**src/logic/rpt_pkg.sv**
```systemverilog
// Package for the pattern reload timer: register map, field layout,
// reset values and bus carrier types.
// Assumes a 32-bit Avalon-MM slave with word-aligned byte addresses.
package rpt_pkg;

    // Register byte offsets
    localparam logic [7:0] RPT_OFF_IRQ_CLEAR     = 8'h28;
    localparam logic [7:0] RPT_OFF_TIME_READBACK = 8'h2C;
    localparam logic [7:0] RPT_OFF_TIMER_CONTROL = 8'h30;
    localparam logic [7:0] RPT_OFF_FIRST_LOAD    = 8'h34;
    localparam logic [7:0] RPT_OFF_SECOND_LOAD   = 8'h38;
    localparam logic [7:0] RPT_OFF_PATTERN0      = 8'h3C;
    localparam logic [7:0] RPT_OFF_PATTERN1      = 8'h40;
    localparam logic [7:0] RPT_OFF_PATTERN2      = 8'h44;
    localparam logic [7:0] RPT_OFF_PATTERN3      = 8'h48;
    localparam logic [7:0] RPT_OFF_IRQ_NUMBER    = 8'h4C;
    localparam logic [7:0] RPT_OFF_IRQ_STATUS    = 8'h50;
    localparam logic [7:0] RPT_OFF_IRQ_ENABLE    = 8'h54;

    // Field positions
    localparam int RPT_BIT_WATCH_CLR  = 0;
    localparam int RPT_BIT_TIMER_CLR  = 1;
    localparam int RPT_BIT_ONE_SHOT   = 0;
    localparam int RPT_BIT_RUN_EN     = 1;
    localparam int RPT_BIT_SELF_START = 2;
    localparam int RPT_BIT_SIZE_LO    = 4;
    localparam int RPT_BIT_SIZE_HI    = 10;
    localparam int RPT_BIT_CLK_SEL    = 11;
    localparam int RPT_BIT_GATE_BYP   = 12;
    localparam int RPT_BIT_WATCH_IRQ  = 0;
    localparam int RPT_BIT_TIMER_IRQ  = 1;

    // Writable bits of timer_control
    localparam logic [31:0] RPT_CTRL_MASK    = 32'h0000_1FF7;

    // Reset values and unmapped read value
    localparam logic [31:0] RPT_RST_READBACK = 32'h0FFF_FFFF;
    localparam logic [31:0] RPT_RST_ZERO     = 32'h0000_0000;
    localparam logic [31:0] RPT_READ_UNMAPPED = 32'h0000_0000;

    // Pattern geometry
    localparam int RPT_PAT_WORDS = 4;
    localparam int RPT_PAT_BITS  = 128;

    // Avalon-MM request carrier
    typedef struct packed {
        logic [7:0]  address;
        logic        read;
        logic        write;
        logic [31:0] writedata;
        logic [3:0]  byteenable;
    } rpt_bus_req_type;

    // Slave access FSM, one-hot
    typedef enum logic [1:0] {
        RPT_BUS_IDLE = 2'b01,
        RPT_BUS_ACK  = 2'b10
    } rpt_bus_state_type;

endpackage

```
**src/logic/rpt_sync.sv**
```systemverilog
// Two-flop synchroniser for one level from another clock domain.
// Assumes the input is a level that stays stable for several clocks.
`timescale 1ns/100ps
`default_nettype none
module rpt_sync
(
    // Clock and reset
    input  wire logic ref_clk_i,
    input  wire logic reset_n_i,
    // Level in and out
    input  wire logic async_i,
    output var  logic sync_o
);

    logic meta_r;

    // First flop feeds only the second one
    always_ff @(posedge ref_clk_i or negedge reset_n_i)
    begin
        if (!reset_n_i)
        begin
            meta_r <= 1'b0;
            sync_o <= 1'b0;
        end
        else
        begin
            meta_r <= async_i;
            sync_o <= meta_r;
        end
    end

endmodule
`default_nettype wire

```
**src/logic/rpt_tick.sv**
```systemverilog
// Rising-edge detector that turns a synchronised tick level into a pulse.
// Assumes its input already passed a synchroniser.
`timescale 1ns/100ps
`default_nettype none
module rpt_tick
(
    // Clock and reset
    input  wire logic ref_clk_i,
    input  wire logic reset_n_i,
    // Level in, one-cycle pulse out
    input  wire logic level_i,
    output var  logic pulse_o
);

    logic last_r;

    // Previous level kept for edge compare
    always_ff @(posedge ref_clk_i or negedge reset_n_i)
    begin
        if (!reset_n_i)
            last_r <= 1'b0;
        else
            last_r <= level_i;
    end

    assign pulse_o = level_i & ~last_r;

endmodule
`default_nettype wire

```
**src/logic/rpt_timer.sv**
```systemverilog
// Pattern reload down-counter with its register file on Avalon-MM.
// Assumes slow_clock and trimmed clock arrive as asynchronous levels,
// the clockwatch interrupt source arrives as a pulse on ref_clk_i.
//
// Local design decision: the Avalon-MM register port.
`timescale 1ns/100ps
`default_nettype none
module rpt_timer
    import rpt_pkg::*;
(
    // Clock and reset
    input  wire logic        ref_clk_i,
    input  wire logic        reset_n_i,
    // Avalon-MM slave
    input  wire logic [7:0]  avs_address_i,
    input  wire logic        avs_read_i,
    input  wire logic        avs_write_i,
    input  wire logic [31:0] avs_writedata_i,
    input  wire logic [3:0]  avs_byteenable_i,
    output var  logic [31:0] avs_readdata_o,
    output var  logic        avs_waitrequest_o,
    // Timer clocks, asynchronous levels
    input  wire logic        slow_clock_i,
    input  wire logic        trimmed_clock_i,
    // Clockwatch event pulse
    input  wire logic        watch_event_i,
    // Interrupt lines and timer clock enable
    output var  logic        watch_irq_line_o,
    output var  logic        timer_irq_line_o,
    output var  logic        timer_clk_enabled_o
);

    rpt_bus_req_type   req;
    rpt_bus_state_type bus_state_r;
    logic [31:0] control_r;
    logic [31:0] first_load_r;
    logic [31:0] second_load_r;
    logic [31:0] pattern_r [RPT_PAT_WORDS];
    logic [31:0] irq_number_r;
    logic [31:0] count_r;
    logic [31:0] readback_r;
    logic [6:0]  pointer_r;
    logic        timer_raw_r;
    logic        watch_raw_r;
    logic        timer_en_r;
    logic        irq_enable_r;
    logic        slow_sync;
    logic        trim_sync;
    logic        slow_tick;
    logic        trim_tick;
    logic        tick;
    logic        do_write;
    logic        do_read;
    logic        load_wr;
    logic        pat_wr;
    logic        clr_wr;
    logic        hit_zero;
    logic        pat_bit;
    logic [6:0]  pat_size;
    logic [31:0] reload_val;
    logic [31:0] wmask;
    logic [31:0] rdata;
    logic [127:0] pattern_flat;

    assign req = '{address: avs_address_i, read: avs_read_i, write: avs_write_i,
                   writedata: avs_writedata_i, byteenable: avs_byteenable_i};

    // Clock crossings for both timer clocks
    rpt_sync u_sync_slow
    (
        .ref_clk_i (ref_clk_i),
        .reset_n_i (reset_n_i),
        .async_i   (slow_clock_i),
        .sync_o    (slow_sync)
    );
    rpt_sync u_sync_trim
    (
        .ref_clk_i (ref_clk_i),
        .reset_n_i (reset_n_i),
        .async_i   (trimmed_clock_i),
        .sync_o    (trim_sync)
    );

    // Edge detect on the synchronised levels only; a raw pin edge
    // sampled directly could be counted twice or not at all
    rpt_tick u_tick_slow
    (
        .ref_clk_i (ref_clk_i),
        .reset_n_i (reset_n_i),
        .level_i   (slow_sync),
        .pulse_o   (slow_tick)
    );
    rpt_tick u_tick_trim
    (
        .ref_clk_i (ref_clk_i),
        .reset_n_i (reset_n_i),
        .level_i   (trim_sync),
        .pulse_o   (trim_tick)
    );

    // Timer tick source and gating
    assign tick = (control_r[RPT_BIT_CLK_SEL] ? trim_tick : slow_tick)
                  & timer_en_r;

    // Bus decode: a write commits only at the edge that sees waitrequest
    // low, so a master still waiting can never half-complete a write;
    // a read is latched one edge earlier so its data stands at that edge
    assign do_write = (bus_state_r == RPT_BUS_ACK) && req.write;
    assign do_read  = (bus_state_r == RPT_BUS_IDLE) && req.read;
    assign wmask = {{8{req.byteenable[3]}}, {8{req.byteenable[2]}},
                    {8{req.byteenable[1]}}, {8{req.byteenable[0]}}};
    assign load_wr = do_write && (req.address == RPT_OFF_FIRST_LOAD
                                  || req.address == RPT_OFF_SECOND_LOAD);
    assign pat_wr  = do_write && (req.address >= RPT_OFF_PATTERN0)
                     && (req.address <= RPT_OFF_PATTERN3);
    assign clr_wr  = do_write && (req.address == RPT_OFF_IRQ_CLEAR);

    // Pattern view and reload choice
    assign pattern_flat = {pattern_r[3], pattern_r[2], pattern_r[1], pattern_r[0]};
    assign pat_size   = control_r[RPT_BIT_SIZE_HI:RPT_BIT_SIZE_LO];
    assign pat_bit    = pattern_flat[pointer_r];
    assign reload_val = pat_bit ? second_load_r : first_load_r;
    assign hit_zero   = tick && control_r[RPT_BIT_RUN_EN] && (count_r == 32'h0000_0000);

    // Avalon handshake: one wait cycle, answer in ACK
    always_ff @(posedge ref_clk_i or negedge reset_n_i)
    begin
        if (!reset_n_i)
        begin
            bus_state_r       <= RPT_BUS_IDLE;
            avs_waitrequest_o <= 1'b1;
        end
        else
        begin
            unique case (bus_state_r)
                RPT_BUS_IDLE:
                begin
                    if (req.read || req.write)
                    begin
                        bus_state_r       <= RPT_BUS_ACK;
                        avs_waitrequest_o <= 1'b0;
                    end
                end
                RPT_BUS_ACK:
                begin
                    bus_state_r       <= RPT_BUS_IDLE;
                    avs_waitrequest_o <= 1'b1;
                end
                default:
                begin
                    bus_state_r       <= RPT_BUS_IDLE;
                    avs_waitrequest_o <= 1'b1;
                end
            endcase
        end
    end

    // Read mux; unmapped addresses and reserved bits give zero
    always_comb
    begin
        rdata = RPT_READ_UNMAPPED;
        unique case (req.address)
            RPT_OFF_TIME_READBACK: rdata = readback_r;
            RPT_OFF_TIMER_CONTROL: rdata = control_r & RPT_CTRL_MASK;
            RPT_OFF_FIRST_LOAD:    rdata = first_load_r;
            RPT_OFF_SECOND_LOAD:   rdata = second_load_r;
            RPT_OFF_PATTERN0:      rdata = pattern_r[0];
            RPT_OFF_PATTERN1:      rdata = pattern_r[1];
            RPT_OFF_PATTERN2:      rdata = pattern_r[2];
            RPT_OFF_PATTERN3:      rdata = pattern_r[3];
            RPT_OFF_IRQ_NUMBER:    rdata = irq_number_r;
            RPT_OFF_IRQ_STATUS:    rdata = {30'h0, timer_raw_r, watch_raw_r};
            RPT_OFF_IRQ_ENABLE:    rdata = {30'h0, irq_enable_r, 1'b0};
            default:               rdata = RPT_READ_UNMAPPED;
        endcase
    end

    // Read data registered so it stands at the ACK edge
    always_ff @(posedge ref_clk_i or negedge reset_n_i)
    begin
        if (!reset_n_i)
            avs_readdata_o <= RPT_RST_ZERO;
        else if (do_read)
            avs_readdata_o <= rdata;
    end

    // Timer interrupt enable bit
    always_ff @(posedge ref_clk_i or negedge reset_n_i)
    begin
        if (!reset_n_i)
            irq_enable_r <= 1'b0;
        else if (do_write && req.address == RPT_OFF_IRQ_ENABLE && req.byteenable[0])
            irq_enable_r <= req.writedata[RPT_BIT_TIMER_IRQ];
    end

    // Control register: software writes, hardware sets and clears run-enable
    always_ff @(posedge ref_clk_i or negedge reset_n_i)
    begin
        if (!reset_n_i)
            control_r <= RPT_RST_ZERO;
        else
        begin
            if (do_write && req.address == RPT_OFF_TIMER_CONTROL)
                control_r <= (control_r & ~(wmask & RPT_CTRL_MASK))
                             | (req.writedata & wmask & RPT_CTRL_MASK);
            else if ((load_wr && !control_r[RPT_BIT_RUN_EN])
                     || ((load_wr || pat_wr) && control_r[RPT_BIT_SELF_START]))
                control_r[RPT_BIT_RUN_EN] <= 1'b1;
            else if (hit_zero && control_r[RPT_BIT_ONE_SHOT])
                control_r[RPT_BIT_RUN_EN] <= 1'b0;
        end
    end

    // Timer clock enable: gated to run-enable unless bypassed
    always_ff @(posedge ref_clk_i or negedge reset_n_i)
    begin
        if (!reset_n_i)
            timer_en_r <= 1'b0;
        else
            timer_en_r <= control_r[RPT_BIT_GATE_BYP] | control_r[RPT_BIT_RUN_EN];
    end

    // Load values, pattern and interrupt number
    always_ff @(posedge ref_clk_i or negedge reset_n_i)
    begin
        if (!reset_n_i)
        begin
            first_load_r  <= RPT_RST_ZERO;
            second_load_r <= RPT_RST_ZERO;
            irq_number_r  <= RPT_RST_ZERO;
            for (int i = 0; i < RPT_PAT_WORDS; i++)
                pattern_r[i] <= RPT_RST_ZERO;
        end
        else if (do_write)
        begin
            unique case (req.address)
                RPT_OFF_FIRST_LOAD:
                    first_load_r <= (first_load_r & ~wmask) | (req.writedata & wmask);
                RPT_OFF_SECOND_LOAD:
                    second_load_r <= (second_load_r & ~wmask) | (req.writedata & wmask);
                RPT_OFF_PATTERN0:
                    pattern_r[0] <= (pattern_r[0] & ~wmask) | (req.writedata & wmask);
                RPT_OFF_PATTERN1:
                    pattern_r[1] <= (pattern_r[1] & ~wmask) | (req.writedata & wmask);
                RPT_OFF_PATTERN2:
                    pattern_r[2] <= (pattern_r[2] & ~wmask) | (req.writedata & wmask);
                RPT_OFF_PATTERN3:
                    pattern_r[3] <= (pattern_r[3] & ~wmask) | (req.writedata & wmask);
                RPT_OFF_IRQ_NUMBER:
                    irq_number_r <= (irq_number_r & ~wmask) | (req.writedata & wmask);
                default:
                    irq_number_r <= irq_number_r;
            endcase
        end
    end

    // Down-counter with pattern-driven reload
    always_ff @(posedge ref_clk_i or negedge reset_n_i)
    begin
        if (!reset_n_i)
        begin
            count_r    <= RPT_RST_ZERO;
            pointer_r  <= 7'h00;
            readback_r <= RPT_RST_READBACK;
        end
        else if (load_wr && !control_r[RPT_BIT_RUN_EN])
        begin
            // Fresh load while stopped restarts the sequence
            count_r    <= req.writedata;
            readback_r <= req.writedata;
            pointer_r  <= 7'h00;
        end
        else if (tick && control_r[RPT_BIT_RUN_EN])
        begin
            if (count_r == 32'h0000_0000)
            begin
                if (!control_r[RPT_BIT_ONE_SHOT])
                begin
                    count_r    <= reload_val;
                    readback_r <= reload_val;
                    pointer_r  <= (pointer_r >= pat_size) ? 7'h00
                                                          : pointer_r + 7'h01;
                end
            end
            else
                count_r <= count_r - 32'h0000_0001;
        end
    end

    // Raw interrupt flags: a set in the clearing cycle wins
    always_ff @(posedge ref_clk_i or negedge reset_n_i)
    begin
        if (!reset_n_i)
        begin
            timer_raw_r <= 1'b0;
            watch_raw_r <= 1'b0;
        end
        else
        begin
            if (hit_zero)
                timer_raw_r <= 1'b1;
            else if (clr_wr && req.byteenable[0] && req.writedata[RPT_BIT_TIMER_CLR])
                timer_raw_r <= 1'b0;
            if (watch_event_i)
                watch_raw_r <= 1'b1;
            else if (clr_wr && req.byteenable[0] && req.writedata[RPT_BIT_WATCH_CLR])
                watch_raw_r <= 1'b0;
        end
    end

    // Interrupt outputs registered; timer line is the masked status
    always_ff @(posedge ref_clk_i or negedge reset_n_i)
    begin
        if (!reset_n_i)
        begin
            watch_irq_line_o    <= 1'b0;
            timer_irq_line_o    <= 1'b0;
            timer_clk_enabled_o <= 1'b0;
        end
        else
        begin
            watch_irq_line_o    <= watch_raw_r;
            timer_irq_line_o    <= timer_raw_r & irq_enable_r;
            timer_clk_enabled_o <= timer_en_r;
        end
    end

endmodule
`default_nettype wire

```
**config.mk**
```make
export PLATFORM = sky130hd
export DESIGN_NAME = rpt_timer
export DESIGN_NICKNAME = d
export VERILOG_FILES = /design/src/logic/rpt_pkg.sv /design/src/logic/rpt_sync.sv /design/src/logic/rpt_tick.sv /design/src/logic/rpt_timer.sv
export SDC_FILE = /design/constraint.sdc
export NUM_CORES = 1
export LEC_CHECK = 0
export ABC_AREA = 1
export BUFFER_PORTS_ARGS = -buffer_cell sky130_fd_sc_hd__clkbuf_2
export CORE_MARGIN = 4
export CORE_UTILIZATION = 50
export DETAILED_ROUTE_END_ITERATION = 8
export PLACE_DENSITY = 0.72
export SKIP_LAST_GASP = 1
export SLEW_MARGIN = 20
export SYNTH_ARGS = -nofsm -noshare
export SYNTH_HDL_FRONTEND = slang
export SYNTH_HIERARCHICAL = 1
export SYNTH_SLANG_ARGS = --single-unit
```
**constraint.sdc**
```tcl
create_clock -name ref_clk_i -period 3.61 [get_ports ref_clk_i]
set_clock_uncertainty 0.05 [all_clocks]
set_input_delay 0.722 -clock ref_clk_i [delete_from_list [all_inputs] [get_ports ref_clk_i]]
set_output_delay 0.722 -clock ref_clk_i [all_outputs]
set_load 0.02 [all_outputs]
```
==> results of run 1 <==
[layout make-up]
cell class              instances  area (um2)  area share, %
clock buffers                  61        1180           5.75
inverters                     229         860           4.18
flip-flops and latches        354        8900           43.3
multi-input cells            1725        8050           39.1
clock inverters                11        86.3          0.420
repair buffers                135         908           4.42
well taps                     461         577           2.81
[layer usage]
metal / wire length, um / share of wire [%] / track usage (%)
met1: 24900 / 39 / 42.3
met2: 28500 / 45 / 49.5
met3: 6240 / 9.8 / 5.73
met4: 4090 / 6.4 / 17.6
met5: 0 / 0 / 0
[kinds of logic (layout without fill, tap and decap cells)]
family,after synthesis,in the layout,share of synthesized area [%]
fa+ha+maj,10,10,0.682
buf+inv,342,436,7.64
flops,354,354,48.5
xor+xnor,18,18,0.860
compound gates,480,480,14.8
simple gates,1217,1217,27.5
[stage by stage]
stage,instance area [um2],hold slack (ps)
after CTS,20600,187
after floorplan,18300,281
final,20600,173
after detailed placement,19300,288
after global placement,19300,283
after global routing,20600,218
[how the worst min path moves through the flow]
stage | start | end | depth (start not counted)
CTS | reset_n_i | asynchronous set/reset pin | 1
global route | reset_n_i | bus_state_r[1] | 1
global placement | u_sync_slow/meta_r | u_sync_slow/sync_o | 0
detailed placement | u_sync_trim/meta_r | u_sync_trim/sync_o | 0
floorplan | u_sync_slow/meta_r | u_sync_slow/sync_o | 0
finish | reset_n_i | bus_state_r[1] | 1
[power breakdown]
group / total [mW] / switching (mW) / internal, mW
sequential: 4.21 / 0.111 / 4.10
combinational: 0.859 / 0.638 / 0.221
clock: 4.00 / 1.67 / 2.33
[cells in the final DEF, fill, tap and decap left out, types with 12 or more instances in the layout]
cell type	instances
nand2_1	796
dfrtp_1	324
o21ai_0	302
nand3_1	223
inv_1	215
nor2_1	135
clkbuf_2	85
a21oi_1	75
clkbuf_16	41
buf_4	41
a221oi_1	33
dfstp_2	29
a31oi_1	16
nor3_1	14
xor2_1	14
a32o_1	13
o211ai_1	13
clkbuf_1	12
==> flow_metrics.py, run 1 <==
metrics = {
    "min_path": {
        "hold_path.class": "input port to asynchronous set/reset pin",
    },
    "worst_setup_path": {
        "max_stage_delay_ps": 690,
        "r2r_start": "pointer_r[0]",
        "required_ps": 4040,
        "path_depth": 14,
        "critPathArrivalTime_ps": 3510,
        "crit_path_top_delay_cell": "dfrtp_2",
        "cpMostUsedCell": "nand3_1",
        "path_buf_inv": 2,
        "crit_family": "simple AND/OR/NAND/NOR gates",
        "r2r_slack_ps": 530,
        "cp_cell_sequence": "buf_12 > nor2_1 > nor2_1 > o21ai_0 > nand3_1 > nand3_1 > nand2_1 > nand3_1 > nand3_2 > buf_4 > nand3_1 > nand3_1 > nand2_1 > nand2_1",
        "reg2reg_depth": 14,
        "worstSetupStartpointType": "flip-flop",
        "r2r_end": "count_r[0]",
        "crit_start": "pointer_r[0]",
        "endpoint_kind": "flip-flop",
        "critPathCapture": "count_r[0]",
        "path_max_fanout": 64,
        "worst-setup-path-type": "flip-flop to flip-flop",
    },
    "finish": {
        "stdcell_count": 2976,
        "n_antenna_cell": 0,
        "drive_above_1_share_pct": 10.3,
        "fin_util_pct": 57.2,
        "final_nets": 2546,
        "nFillCells": 3329,
        "area_growth_pct": 12.1,
    },
    "placed_design": {
        "dpl.cell_count": 2904,
        "port_buffers": 86,
        "gp_congestion": 1.00,
        "place_hpwl_mm": 44.5,
        "place_ws_ps": 580,
    },
    "synth": {
        "synthesis.nets": 2482,
        "synth_most_common_cell": "nand2_1",
        "yosysWarnings": 6,
        "synth_commonest_cells": "nand2_1 (796), dfrtp_1 (325), o21ai_0 (302)",
        "synth_flop_cell": "dfrtp_1",
        "seq_area_frac_synth_pct": 48.5,
        "netlist_area_mm2": 0.0183,
        "synth_edf_count": 0,
        "syn_avg_cell_area_um2": 7.57,
        "synth_area_leader_cell": "dfrtp_1",
        "synth_cell_types": 46,
        "synth.area.top_cells": "dfrtp_1 (44%), nand2_1 (16%), o21ai_0 (8.2%)",
        "synth-async-reset-ratio_pct": 100,
        "postSynthCellCount": 2421,
        "synth.top_cell.area_share_pct": 44.4,
        "ys_seq_elements": 354,
    },
    "clock_network": {
        "numClockSinks": 354,
        "ctsResizeCount": 0,
        "clk_latency_ps": 550,
        "cts_htree_levels": 2,
        "path_clk_slew_ps": 60,
        "cts-hold-fix-buffers": 0,
        "tritoncts": "yes",
        "cts_made_buffers": 40,
        "root_buffer": "clkbuf_16",
        "cts_setup_buffers": 0,
        "clock_path_buffers": 3,
    },
    "timing": {
        "rsz0062_at_grt": "false",
        "max_slew_margin_pct": 43.9,
        "max_freq_mhz": 325,
        "final.min_clock_period_ps": 3080,
        "worst_slew_pin_slew_ps": 842,
        "setup_violations": 0,
        "drv_slew": 0,
        "hold_violations": 0,
        "fin_setup_tns_ps": 0,
        "setup_slack_ps": 534,
        "period_share_pct": 85.2,
    },
    "power": {
        "p_per_area_mw_per_mm2": 441,
        "p_leak_nw": 9.64,
        "total_power_mw": 9.06,
        "irDropWorstVdd_v": 0.000457,
    },
    "route": {
        "viasPerCell": 5.95,
        "drc": 0,
        "wl_per_cell_um": 21.4,
        "vias": 17700,
        "routed_wl_mm": 63.7,
        "drt-initial-drc-count": 2007,
        "final_antenna_net_count": 0,
        "dr.pass1.iters": 6,
    },
    "status": {
        "status": "finished clean",
    },
    "global_route": {
        "grt_pass1_wl_mm": 98.2,
        "antenna_found_initial": 0,
        "gr-total-overflow": 0,
        "grt_usage_pct": 31.8,
        "grt_max_degree": 92,
        "grt_pass1_vias": 17100,
    },
    "die": {
        "die_area_mm2": 0.0398,
        "rows": 69,
        "die_y_um": 200,
        "io_pins": 87,
        "start_util_pct": 51.1,
        "core_mm2": 0.0359,
        "die_width_um": 200,
    },
    "run": {
        "cap_violations": 0,
    },
}
Power figures use the tool's default switching activity.
==> run 2, diff against run 1 <==
- ABC_AREA: 1 -> unset
- CORE_MARGIN: 4 -> unset
==> run 2 against run 1 <==
Global-route usage down 1.8 points. Hold slack better by 31 ps. Count of clock-buffer cells in the layout is 2 lower. Final area shrank 3.4%. Fmax decreased by 5.9%. Register-to-register slack lost 190 ps. Routed wire length fell by 17%. Critical path type unchanged.
==> flow_metrics.py, run 2 <==
metrics = {
    "status": {
        "status": "finished clean",
    },
    "synth": {
        "postSynthCellCount": 1445,
        "synth_flop_cell": "dfrtp_1",
        "ys_seq_elements": 354,
        "synthesis.nets": 1506,
        "synth_commonest_cells": "dfrtp_1 (325), mux2_2 (239), nand2_1 (87)",
        "yosysWarnings": 6,
        "synth_edf_count": 0,
        "syn_avg_cell_area_um2": 12.1,
        "seq_area_frac_synth_pct": 50.8,
        "synth_cell_types": 71,
        "synth-async-reset-ratio_pct": 100,
        "synth_most_common_cell": "dfrtp_1",
        "netlist_area_mm2": 0.0175,
        "synth_area_leader_cell": "dfrtp_1",
        "synth.top_cell.area_share_pct": 46.5,
        "synth.area.top_cells": "dfrtp_1 (46%), mux2_2 (15%), dfstp_2 (4.4%)",
    },
    "placed_design": {
        "placed_area_mm2": 0.0185,
        "port_buffers": 86,
        "gp_congestion": 0.968,
        "place_hpwl_mm": 35.8,
    },
    "global_route": {
        "grt_max_degree": 102,
        "antenna_found_initial": 0,
        "grt_pass1_vias": 13500,
        "grt_usage_pct": 30.0,
        "grt_pass1_wl_mm": 82.4,
        "gr-total-overflow": 0,
    },
    "power": {
        "p_per_area_mw_per_mm2": 448,
        "p_leak_nw": 9.37,
        "irDropWorstVdd_v": 0.000321,
    },
    "worst_setup_path": {
        "endpoint_kind": "flip-flop",
        "worstSetupStartpointType": "flip-flop",
        "worst-setup-path-type": "flip-flop to flip-flop",
        "critPathArrivalTime_ps": 3600,
        "required_ps": 3940,
        "path_max_fanout": 17,
    },
    "timing": {
        "rsz0062_at_grt": "false",
        "whs_ps": 204,
        "period_share_pct": 90.5,
        "setup_violations": 0,
        "worst_slew_pin_slew_ps": 861,
        "drv_slew": 0,
        "hold_violations": 0,
        "max_freq_mhz": 306,
        "max_slew_margin_pct": 42.6,
        "final.min_clock_period_ps": 3270,
        "fin_setup_tns_ps": 0,
    },
    "clock_network": {
        "cts_setup_buffers": 0,
        "clock_path_buffers": 3,
        "numClockSinks": 354,
        "root_buffer": "clkbuf_16",
        "ctsResizeCount": 0,
        "clk_latency_ps": 540,
        "cts-hold-fix-buffers": 0,
        "cts_made_buffers": 39,
        "tritoncts": "yes",
        "path_clk_slew_ps": 60,
        "cts_htree_levels": 2,
    },
    "route": {
        "wl_per_cell_um": 26.5,
        "vias": 13700,
        "drt-initial-drc-count": 1985,
        "viasPerCell": 6.83,
        "drc": 0,
        "dr.pass1.iters": 9,
        "routed_wl_mm": 53.0,
        "final_antenna_net_count": 0,
    },
    "min_path": {
        "hold_path.class": "input port to asynchronous set/reset pin",
    },
    "finish": {
        "fin_util_pct": 57.6,
        "final_common_cell": "dfrtp_1",
        "area_growth_pct": 13.5,
        "layout_common_cells": "dfrtp_1 (323), mux2_2 (239), nand2_1 (87), clkbuf_2 (85), o21ai_1 (64)",
        "stdcell_area_mm2": 0.0199,
        "n_antenna_cell": 0,
        "drive_above_1_share_pct": 34.4,
        "final_nets": 1576,
    },
    "die": {
        "start_util_pct": 50.8,
        "die_width_um": 189,
        "io_pins": 87,
        "core_mm2": 0.0345,
        "rows": 68,
        "die_area_mm2": 0.0357,
        "die_y_um": 189,
    },
    "run": {
        "cap_violations": 0,
    },
}
==> run 2: critical path: stages (launching register included) <==
cell and delay, ps:
dfrtp_2 720, buf_4 240, buf_4 190, mux2i_1 270, o22ai_1 110, a211oi_1 310, o41ai_1 150, nand4_1 120
and3_2 220, buf_4 320, mux2i_1 300, o311ai_1 110
==> run 2: through the flow <==
stage	instances	total power [mW]	setup slack [ps]
after floorplan	1445	4.54	1010
after global placement	1929	4.80	443
after detailed placement	1929	4.82	425
after CTS	2000	8.95	421
after global routing	2000	9.17	95.5
final	2000	8.90	342
==> run 2: metal layers <==
layer	vias up	global-route usage, %	part of all wire, %
met5	-	0	0
met4	0	10.9	3.2
met3	133	5.88	10
met2	846	45.3	45
met1	6925	43.1	42
li1	5759	-	-
==> run 2: logic make-up after synthesis <==
family / count (synthesis) / share of synthesized area [%]
flops: 354 / 50.8
compound gates: 353 / 15.2
mux: 315 / 21.2
simple gates: 283 / 8.50
buf+inv: 129 / 3.53
fa+ha+maj: 11 / 0.772
==> run 2: path summary, 6_finish.rpt <==
| check | cells past startpoint | slack, ps | startpoint | to |
|---|---|---|---|---|
| setup / recovery | 11 | 340 | pointer_r[0] | count_r[13] |
| hold / removal | 1 | 200 | reset_n_i | avs_readdata_o[10] |
| setup reg to reg | 11 | 340 | pointer_r[0] | count_r[13] |
| hold reg to reg | 0 | 300 | u_sync_trim/meta_r | u_sync_trim/sync_o |
| max in group asynchronous | 2 | 2360 | reset_n_i | readback_r[16] |
| min in group ref_clk_i | 1 | 260 | trimmed_clock_i | u_sync_trim/meta_r |
==> run 2: report_power, final <==
group | switching [mW] | total (mW) | internal, mW
registers | 0.114 | 4.20 | 4.09
logic | 0.364 | 0.555 | 0.191
clock network | 1.60 | 4.15 | 2.55
total | 2.08 | 8.90 | 6.82
==> run 2: area by class of cell <==
cell class	count	area, um2
flip-flops and latches	354	8900
repair buffers	143	981
inverters	15	56.3
multi-input cells	962	8030
fillers	2807	14600
clock buffers	59	1140
well taps	455	569
clock inverters	12	190
==> run 3, diff against run 2 <==
- BUFFER_PORTS_ARGS: -buffer_cell sky130_fd_sc_hd__clkbuf_2 -> unset
- DONT_BUFFER_PORTS: unset -> 1
- PLACE_DENSITY: 0.72 -> 0.7
==> run 3 against run 2 <==
The flow now finishes with violations (negative hold slack). Die area did not move. Largest power group unchanged. Utilization decreased by 1.9 points. Sequential power about the same. Highest routed layer unchanged. First-iteration DRC count is 0.60% higher.
==> flow_metrics.py, run 3 (synthesis gave the netlist of run 2 again) <==
metrics = {
    "route": {
        "final_antenna_net_count": 0,
        "drc": 0,
        "wl_per_cell_um": 28.1,
        "viasPerCell": 6.89,
        "dr.pass1.iters": 7,
        "drt-initial-drc-count": 1997,
        "vias": 13100,
        "routed_wl_mm": 53.3,
    },
    "worst_setup_path": {
        "worst-setup-path-type": "flip-flop to flip-flop",
        "endpoint_kind": "flip-flop",
        "max_stage_delay_ps": 740,
        "critPathArrivalTime_ps": 3590,
        "cp_cell_sequence": "buf_4 > mux2i_1 > o21ai_0 > nor3_1 > o22ai_1 > nand4_1 > and3_2 > buf_4 > mux2i_1 > o21ai_1",
        "required_ps": 3950,
        "worstSetupStartpointType": "flip-flop",
        "r2r_slack_ps": 360,
        "crit_path_top_delay_cell": "dfrtp_2",
        "path_max_fanout": 19,
    },
    "finish": {
        "layout_common_cells": "dfrtp_1 (323), mux2_2 (239), nand2_1 (86), o21ai_1 (64), a22oi_1 (60)",
        "fin_util_pct": 55.7,
        "nFillCells": 2811,
        "final_nets": 1479,
        "drive_above_1_share_pct": 30.4,
        "final_common_cell": "dfrtp_1",
        "stdcell_count": 1901,
        "stdcell_area_mm2": 0.0192,
        "area_growth_pct": 9.78,
    },
    "power": {
        "irDropWorstVdd_v": 0.000368,
        "power_frac_comb_pct": 4.4,
        "pwr-share-seq_pct": 49.8,
        "p_per_area_mw_per_mm2": 440,
        "p_leak_nw": 8.90,
        "p_sw_mw": 1.96,
        "internal_power_mw": 6.49,
        "swShare_pct": 23.2,
        "p_clk_share_pct": 45.8,
    },
    "global_route": {
        "grt_pass1_vias": 12900,
        "grt_usage_pct": 30.1,
        "antenna_found_initial": 1,
        "grt_pass1_wl_mm": 81.4,
        "grt_max_degree": 355,
        "gr-total-overflow": 0,
    },
    "die": {
        "die_area_mm2": 0.0357,
        "io_pins": 87,
        "core_mm2": 0.0345,
        "rows": 68,
        "die_width_um": 189,
        "start_util_pct": 50.8,
        "die_y_um": 189,
    },
    "timing": {
        "max_slew_margin_pct": 2.99,
        "max_freq_mhz": 308,
        "drv_slew": 0,
        "setup_violations": 0,
        "period_share_pct": 90.0,
        "rsz0062_at_grt": "false",
        "final.min_clock_period_ps": 3250,
        "whs_ps": -153,
        "fin_setup_tns_ps": 0,
        "hold_violations": 108,
        "worst_slew_pin_slew_ps": 1460,
    },
    "clock_network": {
        "cts_made_buffers": 38,
        "cts_htree_levels": 2,
        "clock_path_buffers": 3,
        "path_clk_slew_ps": 60,
        "root_buffer": "clkbuf_16",
        "tritoncts": "yes",
        "cts_setup_buffers": 0,
        "clk_latency_ps": 550,
        "numClockSinks": 354,
    },
    "run": {
        "cap_violations": 0,
    },
    "placed_design": {
        "placed_area_mm2": 0.0180,
        "place_hpwl_mm": 35.9,
        "dpl.cell_count": 1833,
        "gp_congestion": 0.968,
        "port_buffers": 0,
    },
    "status": {
        "status": "complete, but fails checks",
        "violations": "negative hold slack",
    },
    "min_path": {
        "hold_path.class": "input port to asynchronous set/reset pin",
    },
}
run 3: cell count changes in the layout (fill, tap and decap cells not counted), moves of 4 or more:
cell	before	now
bufinv_16	5	0
clkinv_2	5	10
nor2_2	9	5
clkbuf_2	85	0
buf_4	48	43
clkbuf_1	13	6
buf_12	9	4
clkbuf_8	5	9
nor2_4	3	7
run 3: final timing paths:
kind / start / endpoint / depth (start not counted)
max reg2reg: pointer_r[0] / count_r[0] / 10
max in group asynchronous: reset_n_i / timer_irq_line_o / 0
min reg2reg: u_sync_trim/meta_r / u_sync_trim/sync_o / 0
min: reset_n_i / asynchronous set/reset pin / 0
min in group ref_clk_i: trimmed_clock_i / u_sync_trim/meta_r / 0
max: pointer_r[0] / count_r[0] / 10
run 3: per-layer routing:
layer,track usage (%),part of all wire [%]
met2,44.1,44
met1,42.9,42
met4,10.9,3.3
met5,0,0
met3,8.04,11
run 3: timing repair:
action	in CTS	in global routing
setup endpoints to repair	0	0
gates resized for setup	0	0
hold endpoints to repair	325	325
run 3: critical path, delay by kind of cell (launching register included):
family	cells	cell delay [ps]
compound gates	3	370
buf+inv	2	640
flops	1	740
mux	2	590
simple gates	3	690
run 3: area by class of cell:
type	count	area, um2	area share (%)
clock inverter	11	57.6	0.300
timing repair buffer	47	403	2.10
sequential	354	8900	46.3
multi-input combinational	962	8050	41.9
tap	455	569	2.96
antenna	1	2.50	0.0130
inverter	15	56.3	0.293
clock buffer	56	1170	6.10
run 3: per-stage QoR:
step | hold WS (ps) | power (mW) | setup WS, ps
2_1_floorplan | 281 | 4.54 | 1010
6_report | -153 | 8.45 | 362
3_3_place_gp | 285 | 4.62 | 470
3_5_place_dp | 286 | 4.64 | 430
5_1_grt | -162 | 8.68 | 212
4_1_cts | -170 | 8.48 | 439
run 3: power by group through the flow:
| stage | registers [mW] | clock network [mW] | logic, mW |
|---|---|---|---|
| detailed placement | 4.27 | 0 | 0.365 |
| finish | 4.21 | 3.87 | 0.371 |
| CTS | 4.20 | 3.91 | 0.367 |
| global placement | 4.27 | 0 | 0.355 |
| floorplan | 4.22 | 0 | 0.319 |
| global route | 4.22 | 4.07 | 0.399 |
